<file path="src/svf_pkg.sv">
// Constants for the self-test voltage fault status registers.
// Assumes one 100 MHz clock domain and a host-side serial engine that decodes reads.
package svf_pkg;

    localparam int unsigned SVF_REG_W = 8;

    // Bit positions shared by both status registers
    localparam int unsigned SVF_BIT_REGSUPPLY = 7;
    localparam int unsigned SVF_BIT_EXTMON_B  = 5;
    localparam int unsigned SVF_BIT_EXTMON_A  = 4;
    localparam int unsigned SVF_BIT_STEPUP    = 3;
    localparam int unsigned SVF_BIT_STEPDN_B  = 1;
    localparam int unsigned SVF_BIT_STEPDN_A  = 0;

    // Implemented flag bits; bits 6 and 2 are reserved
    localparam logic [SVF_REG_W-1:0] SVF_IMPL_MASK = 8'hbb;
    localparam logic [SVF_REG_W-1:0] SVF_RESET_VAL = 8'h00;

    // One flag per comparator, in the order of the comparator vector
    localparam int unsigned SVF_NUM_CMP = 6;

    // Positions inside the six-wide comparator vectors
    localparam int unsigned SVF_CMP_REGSUPPLY = 5;
    localparam int unsigned SVF_CMP_EXTMON_B  = 4;
    localparam int unsigned SVF_CMP_EXTMON_A  = 3;
    localparam int unsigned SVF_CMP_STEPUP    = 2;
    localparam int unsigned SVF_CMP_STEPDN_B  = 1;
    localparam int unsigned SVF_CMP_STEPDN_A  = 0;

    typedef logic [SVF_REG_W-1:0]   svf_reg_t;
    typedef logic [SVF_NUM_CMP-1:0] svf_cmp_t;

endpackage

</file>
<file path="src/svf_flag_if.sv">
// Carrier between the status register top and its flag bank.
// Assumes all members are on the same clock as both modules.
interface svf_flag_if
    import svf_pkg::*;
();
    svf_reg_t set_err;
    svf_reg_t present;
    logic     rd_clr;
    svf_reg_t flags;

    modport bank (
        input  set_err,
        input  present,
        input  rd_clr,
        output flags
    );

    modport user (
        output set_err,
        output present,
        output rd_clr,
        input  flags
    );
endinterface

</file>
<file path="src/svf_flag_reg.sv">
// One 8-bit sticky self-test fault register with clear-on-read.
// Assumes the set and present vectors are already placed at their bit positions.
module svf_flag_reg
    import svf_pkg::*;
(
    // Clock and reset
    input  wire logic clk,
    input  wire logic reset,
    input  wire logic clk_en,
    // Flag bank
    svf_flag_if.bank  fif
);

    svf_reg_t flags_q;
    svf_reg_t flags_d;

    always_comb begin
        flags_d = flags_q;
        if (fif.rd_clr) begin
            // Only flags whose condition is gone drop on a read
            flags_d = flags_q & fif.present;
        end
        // A new fault wins over a read in the same cycle
        flags_d = (flags_d | fif.set_err) & SVF_IMPL_MASK;
    end

    always_ff @(posedge clk or posedge reset) begin
        if (reset) begin
            flags_q <= SVF_RESET_VAL;
        end else if (clk_en) begin
            flags_q <= flags_d;
        end
    end

    assign fif.flags = flags_q;

endmodule

</file>
<file path="src/svf_status_top.sv">
// Self-test undervoltage and overvoltage fault status registers.
// Assumes strobes and condition levels come from the self-test engine on clk,
// and read strobes from the serial interface decoder, one cycle each.
// Clock enable low freezes flags, read data and valid alike.
// Reserved bits 6 and 2 read zero in both registers.
// Flags and read data reset asynchronously to zero.
//
// Behaviour
// - Each flag sets on its fault and stays set until its register is read.
// - A read clears a set flag only when its condition is gone.
// - Power-on reset zeroes all flags; afterwards only reads, faults and a later reset change them.
// - Flag value zero means no error, one means error detected.
// - Undervoltage bit 7 reports the regulator supply comparator.
// - Undervoltage bits 5 and 4 report second and first external monitor.
// - Undervoltage bits 3,1,0 report step-up, second, first step-down; 6,2 read zero.
// - Overvoltage bit 7 reports the regulator supply comparator.
// - Overvoltage bits 5 and 4 report second and first external monitor.
// - Overvoltage bits 3,1,0 report step-up, second, first step-down; 6,2 read zero.
module svf_status_top
    import svf_pkg::*;
(
    // Clock, reset and clock enable
    input  wire logic     clk,
    input  wire logic     reset,
    input  wire logic     clk_en,
    // Undervoltage self-test error strobes
    input  wire logic     st_regsupply_under_fault,
    input  wire logic     st_extmon_b_under_fault,
    input  wire logic     st_extmon_a_under_fault,
    input  wire logic     st_stepup_under_fault,
    input  wire logic     st_stepdown_b_under_fault,
    input  wire logic     st_stepdown_a_under_fault,
    // Overvoltage self-test error strobes
    input  wire logic     st_regsupply_over_fault,
    input  wire logic     st_extmon_b_over_fault,
    input  wire logic     st_extmon_a_over_fault,
    input  wire logic     st_stepup_over_fault,
    input  wire logic     st_stepdown_b_over_fault,
    input  wire logic     st_stepdown_a_over_fault,
    // Fault condition still present, same comparator order as the strobes
    input  wire svf_cmp_t under_present,
    input  wire svf_cmp_t over_present,
    // Register read strobes from the serial decoder
    input  wire logic     rd_under_stb,
    input  wire logic     rd_over_stb,
    // Read data and live register contents
    output svf_reg_t      under_rdata_q,
    output svf_reg_t      over_rdata_q,
    output logic          rdata_valid_q,
    output svf_reg_t      selftest_undervoltage_faults,
    output svf_reg_t      selftest_overvoltage_faults
);

    // Gather six per-comparator strobes into one comparator vector
    function automatic svf_cmp_t gather_cmp(
        input logic regsupply,
        input logic extmon_b,
        input logic extmon_a,
        input logic stepup,
        input logic stepdn_b,
        input logic stepdn_a
    );
        svf_cmp_t v;
        v                    = '0;
        v[SVF_CMP_REGSUPPLY] = regsupply;
        v[SVF_CMP_EXTMON_B]  = extmon_b;
        v[SVF_CMP_EXTMON_A]  = extmon_a;
        v[SVF_CMP_STEPUP]    = stepup;
        v[SVF_CMP_STEPDN_B]  = stepdn_b;
        v[SVF_CMP_STEPDN_A]  = stepdn_a;
        return v;
    endfunction

    // Place a comparator vector at the register's bits; reserved bits stay zero
    function automatic svf_reg_t place_bits(input svf_cmp_t v);
        svf_reg_t r;
        r                    = SVF_RESET_VAL;
        r[SVF_BIT_REGSUPPLY] = v[SVF_CMP_REGSUPPLY];
        r[SVF_BIT_EXTMON_B]  = v[SVF_CMP_EXTMON_B];
        r[SVF_BIT_EXTMON_A]  = v[SVF_CMP_EXTMON_A];
        r[SVF_BIT_STEPUP]    = v[SVF_CMP_STEPUP];
        r[SVF_BIT_STEPDN_B]  = v[SVF_CMP_STEPDN_B];
        r[SVF_BIT_STEPDN_A]  = v[SVF_CMP_STEPDN_A];
        return r;
    endfunction

    // Read view of a flag register; reserved bits never leave the block
    function automatic svf_reg_t read_view(input svf_reg_t flags);
        svf_reg_t r;
        r = flags & SVF_IMPL_MASK;
        return r;
    endfunction

    // Comparator strobes and live fault conditions
    svf_cmp_t under_stb;
    svf_cmp_t over_stb;
    svf_reg_t under_set_bits;
    svf_reg_t over_set_bits;
    svf_reg_t under_keep_bits;
    svf_reg_t over_keep_bits;

    // Reads taken this cycle, with the next read data and valid
    logic     rd_under_take;
    logic     rd_over_take;
    svf_reg_t under_rdata_d;
    svf_reg_t over_rdata_d;
    logic     rdata_valid_d;

    // Undervoltage strobes in comparator order
    assign under_stb = gather_cmp(
        st_regsupply_under_fault,
        st_extmon_b_under_fault,
        st_extmon_a_under_fault,
        st_stepup_under_fault,
        st_stepdown_b_under_fault,
        st_stepdown_a_under_fault
    );

    // Overvoltage strobes in comparator order
    assign over_stb = gather_cmp(
        st_regsupply_over_fault,
        st_extmon_b_over_fault,
        st_extmon_a_over_fault,
        st_stepup_over_fault,
        st_stepdown_b_over_fault,
        st_stepdown_a_over_fault
    );

    // Strobes and present levels at their register bits
    assign under_set_bits  = place_bits(under_stb);
    assign over_set_bits   = place_bits(over_stb);
    assign under_keep_bits = place_bits(under_present);
    assign over_keep_bits  = place_bits(over_present);

    // One carrier per status register
    svf_flag_if under_if ();
    svf_flag_if over_if ();

    // Undervoltage register wiring
    assign under_if.set_err = under_set_bits;
    assign under_if.present = under_keep_bits;
    assign under_if.rd_clr  = rd_under_stb;

    // Overvoltage register wiring
    assign over_if.set_err  = over_set_bits;
    assign over_if.present  = over_keep_bits;
    assign over_if.rd_clr   = rd_over_stb;

    // Each bank gives a new fault priority over the read's clear
    svf_flag_reg u_under (
        .clk    (clk),
        .reset  (reset),
        .clk_en (clk_en),
        .fif    (under_if.bank)
    );

    // Overvoltage flag bank
    svf_flag_reg u_over (
        .clk    (clk),
        .reset  (reset),
        .clk_en (clk_en),
        .fif    (over_if.bank)
    );

    // A read counts only while the clock enable is high
    assign rd_under_take = clk_en & rd_under_stb;
    assign rd_over_take  = clk_en & rd_over_stb;

    // Read data shows flags as they stood before the read's clear
    always_comb begin
        under_rdata_d = under_rdata_q;
        if (rd_under_take) begin
            under_rdata_d = read_view(under_if.flags);
        end
    end

    always_comb begin
        over_rdata_d = over_rdata_q;
        if (rd_over_take) begin
            over_rdata_d = read_view(over_if.flags);
        end
    end

    // Valid marks the cycle after any read
    always_comb begin
        rdata_valid_d = rd_under_take | rd_over_take;
    end

    // Clock enable low holds read data and valid with the flags
    always_ff @(posedge clk or posedge reset) begin
        if (reset) begin
            under_rdata_q <= SVF_RESET_VAL;
        end else if (clk_en) begin
            under_rdata_q <= under_rdata_d;
        end
    end

    // Overvoltage read data
    always_ff @(posedge clk or posedge reset) begin
        if (reset) begin
            over_rdata_q <= SVF_RESET_VAL;
        end else if (clk_en) begin
            over_rdata_q <= over_rdata_d;
        end
    end

    // Read valid pulse
    always_ff @(posedge clk or posedge reset) begin
        if (reset) begin
            rdata_valid_q <= 1'b0;
        end else if (clk_en) begin
            rdata_valid_q <= rdata_valid_d;
        end
    end

    // Live register contents straight from the flag banks
    assign selftest_undervoltage_faults = under_if.flags;
    assign selftest_overvoltage_faults  = over_if.flags;

endmodule

</file>
<file path="config.mk">
export PLATFORM = sky130hd
export DESIGN_NAME = svf_status_top
export DESIGN_NICKNAME = d
export VERILOG_FILES = /design/src/svf_pkg.sv /design/src/svf_flag_if.sv /design/src/svf_flag_reg.sv /design/src/svf_status_top.sv
export SDC_FILE = /design/constraint.sdc
export NUM_CORES = 1
export LEC_CHECK = 0
export BUFFER_PORTS_ARGS = -buffer_cell sky130_fd_sc_hd__buf_2
export CORE_UTILIZATION = 30
export DETAILED_ROUTE_END_ITERATION = 7
export PLACE_DENSITY_LB_ADDON = 0.1
export SLEW_MARGIN = 20
export SYNTH_ARGS = -nofsm -noshare
export SYNTH_HDL_FRONTEND = slang
export SYNTH_SLANG_ARGS = --single-unit
</file>
<file path="constraint.sdc">
create_clock -name clk -period 2.3 [get_ports clk]
set_input_delay 0.115 -clock clk [delete_from_list [all_inputs] [get_ports clk]]
set_output_delay 0.115 -clock clk [all_outputs]
set_load 0.005 [all_outputs]
</file>
# Yosys cells after proc, flatten, opt, wreduce, memory -nomap -nowiden
# Cells that the tools add are included.
# totals
ff_bits	25
in_bits	29
output_inout_bits	33
# op_classes
n_bitwise	7
reduce_logical	2
n_mux	2
# ops
cell	n
$and 8x8->8	2
$mux 8	2
$or 8x8->8	2
$reduce_and 2->1	2
$and 1x1->1	2
$or 1x1->1	1

# Longest topological paths before layout
# logic_depth
depth_word	3
depth_mapped	4

# Cells and area by module
# Synthesis repeated with hierarchy kept, for this count alone.
# unflattened
hier_cells	82
hier_area_um2	1086.0
# modules_own_cells
mod	cells_each	area_each_um2	instances
svf_flag_reg	23	284.0	2
svf_status_top	36	518.0	1

# Worst setup path before layout
# Ideal clock, no wire load.
# synth_path
path_kind	reg2reg
startpoint	register u_over.flags_q[7] (netlist: u_over.fif.flags[7])
endpoint	register u_over.flags_q[7] (netlist: u_over.fif.flags[7])
arrival_ns	0.753
slack_ns	1.429
required_ns	2.182
stages_incl_launch_ff	3
period_less_slack_ns	0.871
setup_ns	0.118
path_cell_list	dfrtp_1 a22o_1 a21o_1
# synth_via
elab_chain_len	3
# synth_rtl
item	line	text
start, declared	svf_flag_reg.sv:14	svf_reg_t flags_q;
start signal, assigned	svf_flag_reg.sv:31	flags_q <= flags_d;
$and 8x8->8	svf_flag_reg.sv:21	flags_d = flags_q & fif.present;
$mux 8 (*)	svf_flag_reg.sv:19	if (fif.rd_clr) begin
$or 8x8->8 (*)	svf_flag_reg.sv:24	flags_d = (flags_d | fif.set_err) & SVF_IMPL_MASK;
# Every way passes the cells marked *; elsewhere a longest branch is shown, timed or not.
# A chain may end at the register's enable or synchronous reset.

# Worst setup path after layout
# layout_path
startpoint	register u_under.flags_q[7] (netlist: u_under.fif.flags[7])
endpoint	output selftest_undervoltage_faults[7]
# layout_lines
item	line	text
start, declared	svf_flag_reg.sv:14	
start signal, assigned	svf_flag_reg.sv:31	
end, declared	svf_status_top.sv:50	output svf_reg_t selftest_undervoltage_faults,
# No word-level cell between the ends.

==> impl_metrics.tcl <==
set metrics [dict create \
    clock_skew_ns 0.001117 \
    wl_per_cell_um 12.55 \
    synthTopCellsByArea "dfrtp_1 55%, mux2_4 11%, a22o_1 9.3%" \
    n_fill_cell 362 \
    p_per_area_mw_per_mm2 676.7 \
    outcome "finished, final reports clean" \
    num_vias 776 \
    fin_crit_sh_pct 40.82 \
    hpwlAfterDp_um 1616 \
    hold_path_class "in -> async" \
    die_w_um 63.47 \
    yosys-mux-area-fraction_pct 14.57 \
    drc_errors 0 \
    grt_max_degree 26 \
    cap_viol_max_count 0 \
    cts_setup_buffers 0 \
    dieArea_mm2 0.004028 \
    worstPathArrival_ns 0.82 \
    ys_ff_latch 25 \
    cts_tree "done" \
    core_mm2 0.003468 \
    synth-compound-area-share_pct 17.66 \
    ir_drop_v 0.0003240 \
    crit_buf_inv 1 \
    cts.sinks 25 \
    yosys_warnings 0 \
    ioPinCount 62 \
    avgViaCountPerCell 4.360 \
    antenna_found_initial 0 \
    synth_xor_area_share_pct 0 \
    final_common_cell "buf_2" \
    clk_latency_ns 0.26 \
    post_cts_resize_count 0 \
    num_antenna_cells 0 \
    synth_top_family_by_area "compound AO/OA/AOI/OAI gates" \
    finalMaxSlewViolations 0 \
    die_y_um 63.47 \
    min_period_ns 0.9389 \
    grt_pass1_vias 775 \
    critPathKind "reg -> out" \
    fmax_ghz 1.065 \
    gp_congestion 0.7193 \
    critPathTopFamily "flip-flops" \
    synth_simple_gate_area_share_pct 2.649 \
    cts_root_buffer "clkbuf_8" \
    worstPathRequired_ns 2.18 \
    hold_violations 0 \
    synthCells 80 \
    cts_hold_buffers 0 \
    tns_ns 0 \
    synth_largest_area_cell "dfrtp_1" \
    start_util_pct 32.68 \
    ant_nets 0 \
    critPathCaptureType "primary output" \
    h-tree-depth 1 \
    numCtsBuffers 3 \
    area_growth_pct 25.83 \
    wirelength_um 2234 \
    synthDistinctLibCells 12 \
    overflow 0 \
    clkTransAtPathRegs_ns 0.09 \
    synthAdderAreaFrac_pct 0 \
    groute.usage.overall_pct 11.73 \
    p_leak_nw 0.6678 \
    drive_above_1_share_pct 53.79 \
    max_stage_delay_ns 0.42 \
    cp_max_fo 4 \
    cpMaxStageDelayCell "dfrtp_1" \
    drtPass1Iterations 2 \
    grt_pass1_wl_um 3677 \
    startpoint_type "flop" \
    syn-cell-area_mm2 0.001134 \
    holdWs_ns 0.05573 \
    num_rows 21 \
    io_buffers 53 \
    rsz0062_at_grt "no" \
    final_cell_mix "53 x buf_2, 25 x dfrtp_1, 12 x a22o_1, 12 x a21o_1" \
    synth.avg_cell_area_um2 14.17 \
    synth_top_area_share_pct 55.19 \
    fin_nets 162 \
    initialDrtViolationCount 18 \
    path_cells "buf_2" \
    seq_area_frac_synth_pct 55.19 \
    setup_viol 0 \
    clk_path_buf_depth 2 \
    slew_headroom_pct 35.76 \
    tightest_slew_ns 0.9626 \
]
synthesized netlist by cell type:
library cell  number
a21o_1            12
a21oi_1            1
a22o_1            12
buf_4              8
buf_6              4
conb_1             1
dfrtp_1           25
inv_1              1
mux2_2             4
mux2_4             8
nand2_4            2
nor2_1             2
final timing paths:
path	startpoint	to	slack, ns	depth (start not counted)
min in group clk	under_present[4]	u_under.fif.flags[5]	0.14	3
max in group asynchronous	reset	under_rdata_q[3]	1.66	2
worst min-delay path	reset	u_over.fif.flags[1]	0.06	2
worst max register to register	u_under.fif.flags[7]	u_under.fif.flags[7]	1.40	2
worst min register to register	over_rdata_q[4]	over_rdata_q[4]	0.52	1
worst max-delay path	u_under.fif.flags[7]	selftest_undervoltage_faults[7]	1.36	1
area by class of cell:
| type | instances | area (µm²) | area share, % |
|---|---|---|---|
| inverter | 1 | 3.754 | 0.2632 |
| clock inverter | 1 | 7.507 | 0.5263 |
| multi-input combinational | 49 | 425.4 | 29.82 |
| tap | 46 | 57.56 | 4.035 |
| clock buffer | 3 | 41.29 | 2.895 |
| sequential | 25 | 625.6 | 43.86 |
| timing repair buffer | 53 | 265.3 | 18.60 |
through the flow:
step | utilization (%) | instances | total power, mW | area, µm² | worst slack, ns
after floorplan | - | 87 | 0.6411 | 1160 | 1.429
after global placement | 39.72 | 174 | 0.7104 | 1378 | 1.184
after detailed placement | 39.72 | 174 | 0.7140 | 1378 | 1.173
after CTS | 41.13 | 178 | 0.9853 | 1426 | 1.350
after global routing | 41.13 | 178 | 1.024 | 1426 | 1.311
final | 41.13 | 178 | 0.9653 | 1426 | 1.361
metal layers:
metal	part of all wire [%]	track usage, %	vias up
met5	0	0	-
met4	0.45	3.409	0
met3	6.0	2.536	2
met2	46	18.88	32
met1	47	15.69	368
li1	-	-	374
power by group:
| part | total (mW) | internal [mW] | switching, mW |
|---|---|---|---|
| Sequential | 0.520 | 0.487 | 0.0328 |
| Clock | 0.264 | 0.123 | 0.141 |
| Combinational | 0.181 | 0.110 | 0.0717 |
| Total | 0.965 | 0.719 | 0.246 |
flip-flops by register name, indices dropped and copies added, names as in the netlist:
name	flops
under_rdata_q	6
u_under.fif.flags	6
u_over.fif.flags	6
over_rdata_q	6
rdata_valid_q	1
cell families after synthesis:
logic type,after synthesis
compound gates,25
buf+inv,13
flops,25
mux,12
other cells,1
simple gates,4
Note: power is estimated with default switching activity, not from simulation.
